$ cat config.mk
export PLATFORM = sky130hd
export DESIGN_NAME = spc_core
export DESIGN_NICKNAME = d
export VERILOG_FILES = /design/src/hdl/spc_pkg.sv /design/src/hdl/spc_buf_if.sv /design/src/hdl/spc_buf.sv /design/src/hdl/spc_core.sv
export SDC_FILE = /design/constraint.sdc
export NUM_CORES = 1
export LEC_CHECK = 0
export BUFFER_PORTS_ARGS = -buffer_cell sky130_fd_sc_hd__clkbuf_2
export CORE_UTILIZATION = 52
export CTS_CLUSTER_SIZE = 24
export DETAILED_ROUTE_END_ITERATION = 16
export PLACE_DENSITY = 0.76
export SLEW_MARGIN = 20
export SYNTH_ARGS = -nofsm -noshare
export SYNTH_HDL_FRONTEND = slang
export SYNTH_SLANG_ARGS = --single-unit
$ cat constraint.sdc
create_clock -name clk_sys -period 2.3 [get_ports clk_sys]
set_input_delay 0.23 -clock clk_sys [delete_from_list [all_inputs] [get_ports clk_sys]]
set_output_delay 0.23 -clock clk_sys [all_outputs]
set_load 0.02 [all_outputs]
$ cat src/hdl/spc_pkg.sv
// Constants shared by the serial peripheral core and its receive buffer.
// Assumes a single 10 MHz system clock and synchronous pin inputs.
//
// Contract
// Core configurable as master or slave
// Master asserts active-low select; slave needs it
// MOSI master-to-slave, MISO slave-to-master, master clocks
// One 8-bit shift register, full duplex
// Write loads shifter, or transmit buffer
// Read returns receive register, or receive buffer
// Master derives SCK from system clock
// Slave synchronises SCK, edges drive shifting
// Seven selectable master bit rates
// Double speed gives SCK at clock/2
// LSB-first or MSB-first, both directions
// Completion sets end-of-transfer flag
// Write during transfer sets collision flag; in buffer mode the code sets it only while the transmit buffer is full
// Completion event available while CPU idles
// Pin directions forced by master/slave mode
// Three-wire full duplex, select optional
// Master write starts new transfer
// Slave drives MISO only while selected
// Normal-mode early write corrupts, flags collision
// Exactly eight SCK cycles, idle low between
// Received byte copied when flag sets
package spc_pkg;
  localparam int SPC_DATA_W = 8;
  localparam int SPC_CNT_W = 7;
  localparam int SPC_BUF_DEPTH = 2;
  // Half SCK periods in system clocks, per prescaler code
  localparam logic [6:0] SPC_HALF_DIV4 = 7'h02;
  localparam logic [6:0] SPC_HALF_DIV16 = 7'h08;
  localparam logic [6:0] SPC_HALF_DIV64 = 7'h20;
  localparam logic [6:0] SPC_HALF_DIV128 = 7'h40;
  localparam logic [1:0] SPC_PRESC_DIV4 = 2'h0;
  localparam logic [1:0] SPC_PRESC_DIV16 = 2'h1;
  localparam logic [1:0] SPC_PRESC_DIV64 = 2'h2;
  localparam logic [2:0] SPC_LAST_BIT = 3'h7;
  localparam logic [7:0] SPC_DATA_RST = 8'h00;
  typedef enum logic {SPC_IDLE, SPC_RUN} spc_state_t;
endpackage

$ cat src/hdl/spc_buf_if.sv
// Valid/ready carrier between the core and its receive buffer.
// Assumes both ends run on the same clock.
`timescale 1ns/100ps
interface spc_buf_if;
  import spc_pkg::*;
  logic in_valid;
  logic in_ready;
  logic [SPC_DATA_W-1:0] in_data;
  logic out_valid;
  logic out_ready;
  logic [SPC_DATA_W-1:0] out_data;
  modport user (output in_valid, output in_data, output out_ready,
                input in_ready, input out_valid, input out_data);
  modport store (input in_valid, input in_data, input out_ready,
                 output in_ready, output out_valid, output out_data);
endinterface

$ cat src/hdl/spc_buf.sv
// Two-entry first-in first-out receive buffer, head word held in a flop.
// Assumes the filler honours in_ready and the drainer honours out_valid.
`timescale 1ns/100ps
module spc_buf
  import spc_pkg::*;
(
  // Clock and reset
  input wire logic clk_sys,
  input wire logic rstn,
  // Stream
  spc_buf_if.store bus
);
  logic [SPC_DATA_W-1:0] head;
  logic [SPC_DATA_W-1:0] tail;
  logic [1:0] count;
  logic push;
  logic pop;

  assign bus.in_ready = (count != 2'h2);
  assign bus.out_valid = (count != 2'h0);
  assign bus.out_data = head;
  assign push = bus.in_valid && bus.in_ready;
  assign pop = bus.out_valid && bus.out_ready;

  always_ff @(posedge clk_sys or negedge rstn) begin
    if (!rstn) begin
      count <= 2'h0;
    end else if (push && !pop) begin
      count <= count + 2'h1;
    end else if (pop && !push) begin
      count <= count - 2'h1;
    end
  end

  always_ff @(posedge clk_sys or negedge rstn) begin
    if (!rstn) begin
      head <= SPC_DATA_RST;
      tail <= SPC_DATA_RST;
    end else begin
      if (pop) begin
        head <= (count == 2'h2) ? tail : bus.in_data;
      end else if (push && count == 2'h0) begin
        head <= bus.in_data;
      end
      if (push && (count == 2'h2 || (count == 2'h1 && !pop))) begin
        tail <= bus.in_data;
      end
    end
  end

  a_buf_no_over: assert property (@(posedge clk_sys) disable iff (!rstn)
    (count == 2'h2 && !pop) |=> count == 2'h2)
    else $error("receive buffer count changed while full");
endmodule

$ cat src/hdl/spc_core.sv
// Serial peripheral core: master/slave byte exchange over one shift register.
// Assumes pin inputs are synchronous to clk_sys; slave SCK phases are at
// least three system clocks long. Mode 0 timing: SCK idles low, data
// sampled on the rising edge and shifted on the falling edge.
`timescale 1ns/100ps
module spc_core
  import spc_pkg::*;
(
  // Clock and reset
  input wire logic clk_sys,
  input wire logic rstn,
  // Configuration
  input wire logic enable,
  input wire logic master_mode,
  input wire logic [1:0] presc,
  input wire logic clk2x,
  input wire logic lsb_first,
  input wire logic buf_mode,
  // User pin directions and master select level
  input wire logic mosi_dir,
  input wire logic miso_dir,
  input wire logic sck_dir,
  input wire logic ss_dir,
  input wire logic ss_level_n,
  // Software data access
  input wire logic wr_strobe,
  input wire logic [SPC_DATA_W-1:0] wr_data,
  input wire logic rd_strobe,
  output logic [SPC_DATA_W-1:0] rd_data,
  // Status
  output logic busy,
  output logic xfer_done,
  input wire logic xfer_done_clr,
  output logic wcol,
  input wire logic wcol_clr,
  output logic done_pulse,
  output logic rx_avail,
  // Pins
  input wire logic sck_in,
  output logic sck_out,
  output logic sck_oe,
  input wire logic mosi_in,
  output logic mosi_out,
  output logic mosi_oe,
  input wire logic miso_in,
  output logic miso_out,
  output logic miso_oe,
  input wire logic ss_n_in,
  output logic ss_n_out,
  output logic ss_n_oe
);
  spc_state_t state;
  logic [SPC_DATA_W-1:0] shreg;
  logic [SPC_DATA_W-1:0] rx_data;
  logic [SPC_DATA_W-1:0] tx_buf;
  logic [SPC_DATA_W-1:0] done_byte;
  logic tx_full;
  logic [SPC_CNT_W-1:0] half;
  logic [SPC_CNT_W-1:0] div_cnt;
  logic [2:0] bit_cnt;
  logic samp;
  logic sck_s1, sck_s2, sck_s3;
  logic ss_s1, ss_s2;
  logic mosi_s1, mosi_s2;
  logic slv_run;
  logic tick, m_rise, m_fall, s_rise, s_fall;
  logic sample_now, shift_now, in_bit, out_bit;
  logic start, tx_load, is_master, is_slave;
  spc_buf_if rxq ();

  ////////////////////////////////////////////////////////////////////////
  // Mode and bit rate

  assign is_master = enable && master_mode;
  assign is_slave = enable && !master_mode;

  // Four prescaler codes, halved by double speed, give seven rates
  always_comb begin
    case (presc)
      SPC_PRESC_DIV4: half = SPC_HALF_DIV4;
      SPC_PRESC_DIV16: half = SPC_HALF_DIV16;
      SPC_PRESC_DIV64: half = SPC_HALF_DIV64;
      default: half = SPC_HALF_DIV128;
    endcase
    if (clk2x) begin
      half = half >> 1;
    end
  end

  ////////////////////////////////////////////////////////////////////////
  // Slave input synchronisers

  always_ff @(posedge clk_sys or negedge rstn) begin
    if (!rstn) begin
      sck_s1 <= 1'b0;
      sck_s2 <= 1'b0;
      sck_s3 <= 1'b0;
      ss_s1 <= 1'b1;
      ss_s2 <= 1'b1;
      mosi_s1 <= 1'b0;
      mosi_s2 <= 1'b0;
    end else begin
      sck_s1 <= sck_in;
      sck_s2 <= sck_s1;
      sck_s3 <= sck_s2;
      ss_s1 <= ss_n_in;
      ss_s2 <= ss_s1;
      mosi_s1 <= mosi_in;
      mosi_s2 <= mosi_s1;
    end
  end

  ////////////////////////////////////////////////////////////////////////
  // Edge events

  assign tick = (div_cnt == '0);
  assign m_rise = is_master && state == SPC_RUN && tick && !sck_out;
  assign m_fall = is_master && state == SPC_RUN && tick && sck_out;
  assign s_rise = is_slave && !ss_s2 && sck_s2 && !sck_s3;
  assign s_fall = is_slave && !ss_s2 && slv_run && !sck_s2 && sck_s3;
  assign sample_now = m_rise || s_rise;
  assign shift_now = m_fall || s_fall;
  assign in_bit = master_mode ? miso_in : mosi_s2;
  assign out_bit = lsb_first ? shreg[0] : shreg[SPC_DATA_W-1];
  assign done_byte = lsb_first ? {samp, shreg[SPC_DATA_W-1:1]}
                               : {shreg[SPC_DATA_W-2:0], samp};
  assign done_pulse = shift_now && bit_cnt == SPC_LAST_BIT;
  assign busy = master_mode ? (state == SPC_RUN) : slv_run;

  // In buffer mode the master waits for receive room so no word is lost
  assign start = is_master && state == SPC_IDLE
    && (buf_mode ? (tx_full && rxq.in_ready) : wr_strobe);
  assign tx_load = buf_mode && tx_full
    && (is_master ? start : (is_slave && !slv_run));

  ////////////////////////////////////////////////////////////////////////
  // Master sequencer and clock generator

  always_ff @(posedge clk_sys or negedge rstn) begin
    if (!rstn) begin
      state <= SPC_IDLE;
    end else if (!is_master) begin
      state <= SPC_IDLE;
    end else begin
      case (state)
        SPC_IDLE: if (start) state <= SPC_RUN;
        SPC_RUN: if (done_pulse) state <= SPC_IDLE;
        default: state <= SPC_IDLE;
      endcase
    end
  end

  always_ff @(posedge clk_sys or negedge rstn) begin
    if (!rstn) begin
      div_cnt <= '0;
      sck_out <= 1'b0;
    end else if (state != SPC_RUN || !is_master) begin
      div_cnt <= half - 7'h01;
      sck_out <= 1'b0;
    end else if (tick) begin
      div_cnt <= half - 7'h01;
      sck_out <= !sck_out && !done_pulse;
    end else begin
      div_cnt <= div_cnt - 7'h01;
    end
  end

  ////////////////////////////////////////////////////////////////////////
  // Slave framing

  always_ff @(posedge clk_sys or negedge rstn) begin
    if (!rstn) begin
      slv_run <= 1'b0;
    end else if (!is_slave || ss_s2) begin
      slv_run <= 1'b0;
    end else if (s_rise) begin
      slv_run <= 1'b1;
    end else if (done_pulse) begin
      slv_run <= 1'b0;
    end
  end

  ////////////////////////////////////////////////////////////////////////
  // Shift register and bit counter

  always_ff @(posedge clk_sys or negedge rstn) begin
    if (!rstn) begin
      samp <= 1'b0;
      bit_cnt <= 3'h0;
    end else begin
      if (sample_now) begin
        samp <= in_bit;
      end
      if (start || (is_slave && ss_s2) || !enable) begin
        bit_cnt <= 3'h0;
      end else if (shift_now) begin
        bit_cnt <= bit_cnt + 3'h1;
      end
    end
  end

  always_ff @(posedge clk_sys or negedge rstn) begin
    if (!rstn) begin
      shreg <= SPC_DATA_RST;
    end else if (shift_now) begin
      shreg <= done_byte;
    end else if (wr_strobe && !buf_mode) begin
      shreg <= wr_data;
    end else if (tx_load) begin
      shreg <= tx_buf;
    end
  end

  always_ff @(posedge clk_sys or negedge rstn) begin
    if (!rstn) begin
      tx_buf <= SPC_DATA_RST;
      tx_full <= 1'b0;
    end else if (!buf_mode) begin
      tx_full <= 1'b0;
    end else if (wr_strobe && (!tx_full || tx_load)) begin
      tx_buf <= wr_data;
      tx_full <= 1'b1;
    end else if (tx_load) begin
      tx_full <= 1'b0;
    end
  end

  ////////////////////////////////////////////////////////////////////////
  // Receive path

  assign rxq.in_valid = done_pulse && buf_mode;
  assign rxq.in_data = done_byte;
  assign rxq.out_ready = rd_strobe && buf_mode;
  assign rx_avail = buf_mode ? rxq.out_valid : xfer_done;

  spc_buf u_rxq (
    .clk_sys(clk_sys),
    .rstn(rstn),
    .bus(rxq)
  );

  always_ff @(posedge clk_sys or negedge rstn) begin
    if (!rstn) begin
      rx_data <= SPC_DATA_RST;
    end else if (done_pulse) begin
      rx_data <= done_byte;
    end
  end

  always_ff @(posedge clk_sys or negedge rstn) begin
    if (!rstn) begin
      rd_data <= SPC_DATA_RST;
    end else if (rd_strobe) begin
      rd_data <= buf_mode ? rxq.out_data : rx_data;
    end
  end

  ////////////////////////////////////////////////////////////////////////
  // Flags: a setting event wins over a clear in the same cycle

  always_ff @(posedge clk_sys or negedge rstn) begin
    if (!rstn) begin
      xfer_done <= 1'b0;
    end else if (done_pulse) begin
      xfer_done <= 1'b1;
    end else if (xfer_done_clr) begin
      xfer_done <= 1'b0;
    end
  end

  always_ff @(posedge clk_sys or negedge rstn) begin
    if (!rstn) begin
      wcol <= 1'b0;
    end else if (wr_strobe && busy && (!buf_mode || tx_full)) begin
      wcol <= 1'b1;
    end else if (wcol_clr) begin
      wcol <= 1'b0;
    end
  end

  ////////////////////////////////////////////////////////////////////////
  // Pin directions and drive

  always_comb begin
    mosi_out = out_bit;
    miso_out = out_bit;
    ss_n_out = ss_level_n;
    mosi_oe = 1'b0;
    miso_oe = 1'b0;
    sck_oe = 1'b0;
    ss_n_oe = 1'b0;
    if (is_master) begin
      mosi_oe = mosi_dir;
      sck_oe = sck_dir;
      ss_n_oe = ss_dir;
    end else if (is_slave) begin
      miso_oe = miso_dir && !ss_n_in;
    end
  end

  ////////////////////////////////////////////////////////////////////////
  // Checks

  logic [3:0] rise_cnt;
  always_ff @(posedge clk_sys or negedge rstn) begin
    if (!rstn) begin
      rise_cnt <= 4'h0;
    end else if (start) begin
      rise_cnt <= 4'h0;
    end else if (m_rise) begin
      rise_cnt <= rise_cnt + 4'h1;
    end
  end

  a_miso_in_master: assert property (@(posedge clk_sys) disable iff (!rstn)
    is_master |-> !miso_oe)
    else $error("MISO driven in master mode");
  a_slave_pins_in: assert property (@(posedge clk_sys) disable iff (!rstn)
    is_slave |-> !mosi_oe && !sck_oe && !ss_n_oe)
    else $error("slave drives an input pin");
  a_miso_ss_gate: assert property (@(posedge clk_sys) disable iff (!rstn)
    ss_n_in |-> !miso_oe)
    else $error("MISO driven while deselected");
  a_done_sets_flag: assert property (@(posedge clk_sys) disable iff (!rstn)
    done_pulse |=> xfer_done)
    else $error("completion flag not set");
  a_rx_copy_byte: assert property (@(posedge clk_sys) disable iff (!rstn)
    done_pulse |=> rx_data == $past(done_byte))
    else $error("receive register not loaded at completion");
  a_wcol_on_busy: assert property (@(posedge clk_sys) disable iff (!rstn)
    (wr_strobe && busy && !buf_mode) |=> wcol)
    else $error("collision not flagged");
  a_sck_idle_low: assert property (@(posedge clk_sys) disable iff (!rstn)
    (is_master && !busy) |=> !sck_out || busy)
    else $error("SCK not idle low");
  a_eight_clocks: assert property (@(posedge clk_sys) disable iff (!rstn)
    (done_pulse && is_master) |-> rise_cnt == 4'h8)
    else $error("master transfer not eight SCK cycles");
  a_write_loads: assert property (@(posedge clk_sys) disable iff (!rstn)
    (wr_strobe && !buf_mode && !shift_now) |=> shreg == $past(wr_data))
    else $error("write did not load shift register");
  a_start_runs: assert property (@(posedge clk_sys) disable iff (!rstn)
    (start && !buf_mode) |=> busy ##1 busy)
    else $error("master write did not start transfer");

  c_master_done: cover property (@(posedge clk_sys) disable iff (!rstn)
    done_pulse && is_master);
  c_slave_done: cover property (@(posedge clk_sys) disable iff (!rstn)
    done_pulse && is_slave);
  c_buf_full: cover property (@(posedge clk_sys) disable iff (!rstn)
    buf_mode && !rxq.in_ready);
  c_collision: cover property (@(posedge clk_sys) disable iff (!rstn)
    $rose(wcol));
endmodule

Word level (Yosys, flattened, before mapping)
Cells that the tools add are included.
{ "classes": {"add_sub_neg": 5, "mux": 43, "eq_ne": 7, "bitwise": 1, "n_reduce_logical": 72} }
{ "ops": {"columns": ["cell", "count"], "rows": [
  ["8-bit 2-to-1 mux", 8],
  ["1-bit logical AND", 35],
  ["1-bit 2-to-1 mux", 26],
  ["7-bit 2-to-1 mux", 3],
  ["7-bit one-hot mux with 3 select lines", 1],
  ["1-bit logical NOT", 15],
  ["2-bit nonzero test", 7],
  ["7-bit by 1-bit subtractor with 7-bit output, second input constant", 2],
  ["1-bit logical OR", 9],
  ["7-bit logical NOT", 1],
  ["3-bit 2-to-1 mux", 2],
  ["3-bit nonzero test", 2],
  ["2-bit by 1-bit == test with 1-bit output, second input constant", 2],
  ["2-bit == test, second input constant", 2],
  ["2-bit logical NOT", 2],
  ["2-bit 2-to-1 mux", 2],
  ["3-bit by 1-bit adder with 3-bit output, second input constant", 1],
  ["3-bit == test, second input constant", 1],
  ["3-bit by 1-bit inequality test with 1-bit output, second input constant", 1],
  ["2-bit by 1-bit adder with 2-bit output, second input constant", 1],
  ["2-bit inequality test, second input constant", 1],
  ["1-bit one-hot mux with 2 select lines", 1],
  ["2-bit AND reduction", 1],
  ["2-bit by 1-bit subtractor with 2-bit output, second input constant", 1],
  ["1-bit inverter", 1]
]} }
{ "word_totals": {"register_bits": 74, "inputBits": 30, "wordCells": 151} }

Depth between registers and ports, before layout
Gate-level depths: netlist of the first run.
{ "logic_depth": {"ltp_word": 14, "depth_mapped": 10, "depth_no_buf": 9} }

By module
From an unflattened synthesis of the first run, not the netlist that was laid out.
{ "unflattened": {"cells_unflattened": 338, "area_unflattened_um2": 3901.2} }
{ "by_module_without_submodules": {"columns": ["mod", "n_inst", "area_per_inst_um2", "cells_per_inst"], "rows": [
  ["spc_core", 1, 2986.6, 273],
  ["spc_buf", 1, 914.6, 65]
]} }

Worst setup path before layout of the first run
OpenSTA, ideal clock, no wires.
{ "synth_path": {"path_type": "register to register", "from": "reg div_cnt[2]", "to": "reg u_rxq.count[1]", "stages_incl_launch_ff": 9, "slack_ps": 59, "required_ps": 2173, "arrival_time_ps": 2114, "synth_period_minus_slack_ps": 2241, "setup_ps": 127, "cell_sequence": "dfrtp_1 > nor4_2 > nand4_4 > a21oi_2 > buf_2 > and2_1 > ha_1 > nand2_1 > o21ai_0"} }
{ "synth_between": {"elab_chain_len": 10, "elab_cells_between_ends": 12, "cone_classes": "1 x mux; 11 x reduce/logical"} }
{ "synth_lines": {"columns": ["element", "line_no", "source"], "rows": [
  ["start, declared", "spc_core.sv:59", "logic [SPC_CNT_W-1:0] div_cnt;"],
  ["start signal, assigned", "spc_core.sv:158", "div_cnt <= half - 7'h01;"],
  ["start signal, assigned", "spc_core.sv:161", "div_cnt <= half - 7'h01;"],
  ["start signal, assigned", "spc_core.sv:164", "div_cnt <= div_cnt - 7'h01;"],
  ["7-bit logical NOT *", "spc_core.sv:116", "assign tick = (div_cnt == '0);"],
  ["1-bit logical AND * (2 in a row)", "spc_core.sv:118", "assign m_fall = is_master && state == SPC_RUN && tick && sck_out;"],
  ["1-bit logical OR *", "spc_core.sv:122", "assign shift_now = m_fall || s_fall;"],
  ["1-bit logical AND *", "spc_core.sv:127", "assign done_pulse = shift_now && bit_cnt == SPC_LAST_BIT;"],
  ["via done_pulse", "spc_core.sv:36", "output logic done_pulse,"],
  ["1-bit logical AND *", "spc_core.sv:231", "assign rxq.in_valid = done_pulse && buf_mode;"],
  ["1-bit logical AND *", "spc_buf.sv:22", "assign push = bus.in_valid && bus.in_ready;"],
  ["1-bit logical NOT", "spc_buf.sv:30", "end else if (pop && !push) begin"],
  ["1-bit logical AND", "spc_buf.sv:30", null],
  ["2-bit nonzero test (no source line)", null, null],
  ["end signal, assigned", "spc_buf.sv:29", "count <= count + 2'h1;"],
  ["end signal, assigned", "spc_buf.sv:31", "count <= count - 2'h1;"],
  ["end, declared", "spc_buf.sv:15", "logic [1:0] count;"]
]} }
The timed path passes the listed nets; every way through them passes the cells marked *.
A chain may end at the register's enable or synchronous reset.

Worst setup path after layout of the first run
{ "layout_path": {"from": "reg ss_s2", "to": "out done_pulse"} }
{ "layout_between": {"elab_chain_len": 7} }
{ "layout_lines": {"columns": ["element", "line_no", "source"], "rows": [
  ["start, declared", "spc_core.sv:63", "logic ss_s1, ss_s2;"],
  ["start signal, assigned", "spc_core.sv:107", "ss_s2 <= ss_s1;"],
  ["1-bit logical NOT", "spc_core.sv:120", "assign s_fall = is_slave && !ss_s2 && slv_run && !sck_s2 && sck_s3;"],
  ["1-bit logical AND (4 in a row)", "spc_core.sv:120", null],
  ["1-bit logical OR", "spc_core.sv:122", null],
  ["1-bit logical AND", "spc_core.sv:127", null],
  ["end, declared", "spc_core.sv:36", null]
]} }
Every way passes these cells.

==> out/metrics.cfg, run 1 <==
[cells_and_area]
layout-drive-gt1-share_pct = 38.3
stdcell_count = 508
design_area_sq_um = 4590
syn_to_final_growth_pct = 19.5
diodes = 0
mostFrequentLayoutCell = dfrtp_1
final_cell_mix = dfrtp_1, mux2_2, clkbuf_2, nor2_1
fin_nets = 446

[worst_setup_path]
required_ns = 2.07
reg2reg_depth = 7
crit_slowest_cell = or3b_4
crit_buf_inv = 2
crit_arrival_ns = 2.00
crit_path_max_incr_delay_ns = 0.49
reg2reg_to = shreg[6]$_DFFE_PN0P_
reg2reg_slack_ns = 0.08
crit_fanout = 9
crit_family = simple AND/OR/NAND/NOR gates
end_kind = output port
worstReg2RegStart = u_rxq.count[0]$_DFFE_PN0P_
crit_chain = nand4bb_1 > or3b_4 > a21oi_4 > buf_8 > buf_4
critPathLaunchType = flip-flop
worstSetupPathType = flip-flop to output port

[power_and_ir_drop]
power.leakage_nw = 2.07
power_density_nw_per_um2 = 782
ir_worst_vdd_mv = 0.448

[placement]
dp_hpwl_microns = 6110
dpl_cell_area_sq_um = 4300
portBuffers = 48
gp_congestion = 0.838
dp_cells = 487

[floorplanning]
die_w_microns = 87.9
dieArea_sq_um = 7730
io_pins = 51
initial_core_util_pct = 55.3
die_y_microns = 87.9
rows = 30
fp.coreArea_sq_um = 6940

[cts]
insertion_delay_ns = 0.36
cts.root.buffer_cell = clkbuf_8
clkSlewWorstSetupHoldPaths_ns = 0.07
cts.sinks = 74
cts_buffers = 9
cts_tree = yes
clockBufferDepth = 2
h-tree-depth = 3

[yosys]
yosys.area.top_type_share_pct = 46.9
syn-cell-area_sq_um = 3840
syn_avg_cell_area_sq_um = 11.3
syn_nets = 379
synth_top_area_cell = dfrtp_1
netlist-cell-type-count = 48
synthArstFlopShare_pct = 100
synth.top_cells.by_area = dfrtp_1, mux2_2, nor2_1
synth_cells = 340
synth-seq-cells = 74
synth_edf_count = 0
ys.flop_type = dfrtp_1
synth-seq-area-share_pct = 48.3
yosys_warnings = 0

[global_routing]
grt_pass1_vias = 3009
grt_max_degree = 32
gr-total-overflow = 0
antenna_found_initial = 0
grt_pass1_wl_microns = 14700
grt.total_usage_pct = 25.3

[detailed_routing]
drc_errors = 0
num_vias = 2972
routedWlPerCell_microns = 16.8
final_antenna_net_count = 0
firstDrtPassIters = 4
first_iter_violations = 132
vias_per_cell = 5.85
wl_microns = 8530

[min_path]
hold_path_class = primary input to flip-flop
hold-path-endpoint = xfer_done$_DFFE_PN0P_
hp-start = xfer_done_clr
whs_path_depth = 2

[sta]
skew_ns = 0.0113
tightest_slew_ns = 0.589
fmax_ghz = 0.448
period_share_pct = 97.1
tns_ns = 0
setup_viol = 0
rsz0062_at_grt = no
final-max-slew-violation-count = 0
finalHoldViolCount = 0
period_minus_slack_ns = 2.23
relSlewSlack_pct = 60.7

[job]
drv_cap = 0

[outcome]
status = complete, no violations

-- state kept, by name, summed over array words and instances (netlist names), 2 cells and up --
| name | count |
|---|---|
| u_rxq.count | 2 |
| rx_data | 8 |
| u_rxq.tail | 8 |
| bit_cnt | 3 |
| div_cnt | 7 |
| tx_buf | 8 |
| shreg | 8 |
| u_rxq.bus.out_data | 8 |
| rd_data | 8 |
-- how the worst max path moves through the flow --
stage | start | to | cells past startpoint
3_5_place_dp | u_rxq.count[0]$_DFFE_PN0P_ | shreg[6]$_DFFE_PN0P_ | 7
6_report | ss_s2$_DFF_PN1_ | done_pulse | 5
3_3_place_gp | u_rxq.count[0]$_DFFE_PN0P_ | shreg[6]$_DFFE_PN0P_ | 7
4_1_cts | div_cnt[0]$_DFF_PN0_ | done_pulse | 8
2_1_floorplan | div_cnt[2]$_DFF_PN0_ | u_rxq.count[1]$_DFFE_PN0P_ | 8
5_1_grt | ss_s2$_DFF_PN1_ | done_pulse | 5
-- through the flow --
| step | power (mW) | hold slack [ns] | util, % | worst slack, ns |
|---|---|---|---|---|
| 6_report | 3.59 | 0.0598 | 66.1 | 0.0668 |
| 3_5_place_dp | 2.50 | 0.271 | 61.9 | 0.0941 |
| 4_1_cts | 3.61 | 0.0555 | 65.9 | 0.00603 |
| 2_1_floorplan | 2.22 | -0.0656 | - | 0.0589 |
| 5_1_grt | 3.79 | 0.0668 | 66.1 | 0.00178 |
| 3_3_place_gp | 2.47 | 0.265 | 61.9 | 0.153 |
-- timing repair --
| item | 4_1_cts | 5_1_grt |
|---|---|---|
| resized for setup | 3 | 5 |
| cloned | 0 | 0 |
| hold buffers | 4 | 0 |
| endpoints found under the hold margin | 27 | 0 |
| endpoints found under the setup margin | 1 | 10 |
| buffers inserted | 0 | 1 |
| pin swaps | 0 | 2 |
-- cell families (layout without fill, tap and decap cells) --
family | Yosys count | in the layout | share of synthesized area, %
flip-flops | 74 | 74 | 48.3
AO/OA/AOI/OAI | 66 | 66 | 12.6
buffers and inverters | 28 | 100 | 3.00
multiplexers | 63 | 63 | 18.1
XOR/XNOR | 8 | 8 | 1.82
adder cells (fa/ha/maj) | 9 | 9 | 2.93
AND/OR/NAND/NOR | 92 | 92 | 13.3
-- final cells by class --
| type | instances | area [sq um] |
|---|---|---|
| Multi-Input combinational cell | 238 | 1880 |
| Tap cell | 96 | 120 |
| Sequential cell | 74 | 1850 |
| Inverter | 11 | 41.3 |
| Clock inverter | 7 | 93.8 |
| Fill cell | 544 | 2350 |
| Timing Repair Buffer | 73 | 473 |
| Clock buffer | 9 | 124 |
-- synthesized netlist by cell type (2+ instances only) --
cell        n
nand3_1     7
clkbuf_1   12
or4_1       8
xor2_1      4
a211oi_1   10
inv_1      10
nand2b_1    2
nand3b_1    3
mux2i_1    13
buf_4       2
o31ai_1     2
o21ai_0     7
dfrtp_1    72
a31oi_1     3
nand2_1    10
a2111oi_0   8
nor2b_1     4
o221a_2     7
and3_1      4
o22ai_1     2
mux2_2     50
xnor2_1     4
dfstp_2     2
a21oi_2     3
buf_2       2
or3_1       2
a21oi_1    19
o311ai_0    2
ha_1        9
nor3b_1     3
nor2_1     37
-- power by group --
| part | internal [mW] | switching, mW |
|---|---|---|
| sequential | 1.49 | 0.127 |
| clock | 0.608 | 0.500 |
| combinational | 0.407 | 0.453 |
-- routing by layer --
layer	vias up	global-route usage [%]	share of wire [%]
met5	-	0	0
met4	0	10.7	1.9
met3	17	4.34	4.5
met2	82	40.6	48
met1	1478	34.1	45
li1	1395	-	-
Note: power is estimated with default switching activity, not from simulation.
==> run 2: changes to the inputs <==
--- a/config.mk
+++ b/config.mk
@@ -6,10 +6,10 @@
 export NUM_CORES = 1
 export LEC_CHECK = 0
 export BUFFER_PORTS_ARGS = -buffer_cell sky130_fd_sc_hd__clkbuf_2
-export CORE_UTILIZATION = 52
+export CORE_UTILIZATION = 55
 export CTS_CLUSTER_SIZE = 24
 export DETAILED_ROUTE_END_ITERATION = 16
-export PLACE_DENSITY = 0.76
+export PLACE_DENSITY = 0.77
 export SLEW_MARGIN = 20
 export SYNTH_ARGS = -nofsm -noshare
 export SYNTH_HDL_FRONTEND = slang
==> constraint.sdc (replaced) <==
create_clock -name clk_sys -period 2.8 [get_ports clk_sys]
set_input_delay 0.28 -clock clk_sys [delete_from_list [all_inputs] [get_ports clk_sys]]
set_output_delay 0.28 -clock clk_sys [all_outputs]
set_load 0.02 [all_outputs]
==> out/metrics.cfg, run 2 (synthesis results as in run 1) <==
[cts]
clockBufferDepth = 2
clkSlewWorstSetupHoldPaths_ns = 0.09
cts_buffers = 9
ctsResizeCount = 0
cts_tree = yes
cts.sinks = 74
insertion_delay_ns = 0.36
cts_setup_buffers = 0
ctsHoldBuffers = 0
cts.root.buffer_cell = clkbuf_8
h-tree-depth = 3

[worst_setup_path]
required_ns = 3.04
reg2reg_slack_ns = 0.41
crit_arrival_ns = 2.63
end_kind = flip-flop
crit_slowest_cell = or3b_2
crit_fanout = 8
critPathLaunchType = flip-flop
crit_path_max_incr_delay_ns = 0.52
worstSetupPathType = flip-flop to flip-flop
crit_chain = inv_1 > ha_1 > or3b_2 > a21oi_2 > mux2_2 > o221a_2

[sta]
finalHoldWorstSlack_ns = -0.0352
rsz0062_at_grt = no
skew_ns = 0.0191
period_share_pct = 85.4
period_minus_slack_ns = 2.39
relSlewSlack_pct = 48.7
final-max-slew-violation-count = 0
tightest_slew_ns = 0.767
tns_ns = 0
setup_viol = 0
finalHoldViolCount = 23
fmax_ghz = 0.418
fin_ws_ns = 0.409

[detailed_routing]
wl_microns = 8160
first_iter_violations = 144
vias_per_cell = 5.91
final_antenna_net_count = 0
firstDrtPassIters = 4
num_vias = 2813
drc_errors = 0
routedWlPerCell_microns = 17.1

[placement]
portBuffers = 48
gp_congestion = 0.804
place_ws_ns = 0.374
dpl_cell_area_sq_um = 4190
dp_hpwl_microns = 5930

[cells_and_area]
design_area_sq_um = 4410
fin_nets = 431
layout-drive-gt1-share_pct = 35.9
diodes = 0
final_core_util_pct = 65.3
mostFrequentLayoutCell = dfrtp_1
fill_cells = 551
syn_to_final_growth_pct = 14.9
multi_input_area_sq_um = 1870
final_cell_mix = dfrtp_1, mux2_2, clkbuf_2, nor2_1, a21oi_1
seqCellArea_sq_um = 1850

[floorplanning]
io_pins = 51
die_w_microns = 85.6
initial_core_util_pct = 56.8
die_y_microns = 85.6
rows = 30
dieArea_sq_um = 7320
fp.coreArea_sq_um = 6760

[job]
drv_cap = 0

[min_path]
hold_path_class = primary input to asynchronous set/reset pin

[outcome]
violations = negative hold slack
status = finished, violations left

[global_routing]
grt_pass1_vias = 2866
gr-total-overflow = 0
grt_max_degree = 46
grt_pass1_wl_microns = 13700
antenna_found_initial = 0
grt.total_usage_pct = 24.4

[power_and_ir_drop]
power.leakage_nw = 2.00
ir_worst_vdd_mv = 0.304
power_density_nw_per_um2 = 667

-- run 2: layer usage --
layer	routed length, microns	GRT usage [%]	up-vias
met5	0	0	-
li1	-	-	1356
met4	171	10.0	0
met3	360	5.77	13
met2	4010	41.0	72
met1	3620	30.3	1372
-- run 2: final timing paths --
kind / from / to / cells after the start
worst max-delay path: u_rxq.count[0]$_DFFE_PN0P_ / shreg[6]$_DFFE_PN0P_ / 6
worst min-delay path: rstn / tx_buf[3]$_DFFE_PN0P_ / 1
worst max register to register: u_rxq.count[0]$_DFFE_PN0P_ / shreg[6]$_DFFE_PN0P_ / 6
worst min register to register: sck_s1$_DFF_PN0_ / sck_s2$_DFF_PN0_ / 0
max in group asynchronous: rstn / u_rxq.bus.out_data[0]$_DFFE_PN0P_ / 2
min in group clk_sys: ss_n_in / ss_s1$_DFF_PN1_ / 1
-- run 2: power breakdown --
| part | switching [mW] | total, mW | internal [mW] | leakage, nW |
|---|---|---|---|---|
| combinational | 0.366 | 0.689 | 0.324 | 0.983 |
| sequential | 0.108 | 1.33 | 1.23 | 0.909 |
| clock | 0.395 | 0.918 | 0.523 | 0.106 |
-- run 2: metrics by stage --
stage | hold WS (ns) | power [mW] | cells
2_1_floorplan | -0.0156 | 1.82 | 340
4_1_cts | 0.00349 | 2.96 | 476
5_1_grt | 0.00292 | 3.10 | 476
3_3_place_gp | 0.333 | 2.02 | 461
3_5_place_dp | 0.335 | 2.05 | 461
6_report | -0.0352 | 2.94 | 476
-- run 2: cell type report --
class,instances,area share (%)
clock inverters,4,1.73
flip-flops and latches,74,42.0
repair buffers,58,7.43
multi-input cells,238,42.4
inverters,11,0.936
clock buffers,11,3.20
well taps,80,2.27
-- run 2: worst max-delay path, delay by kind of cell, from the launching register on --
| family | cells | cell delay, ns |
|---|---|---|
| AOI/OAI and AO/OA | 2 | 0.68 |
| and+or+nand+nor | 1 | 0.52 |
| DFF | 1 | 0.40 |
| adders and majority gates | 1 | 0.22 |
| muxes | 1 | 0.39 |
| buffers and inverters | 1 | 0.09 |
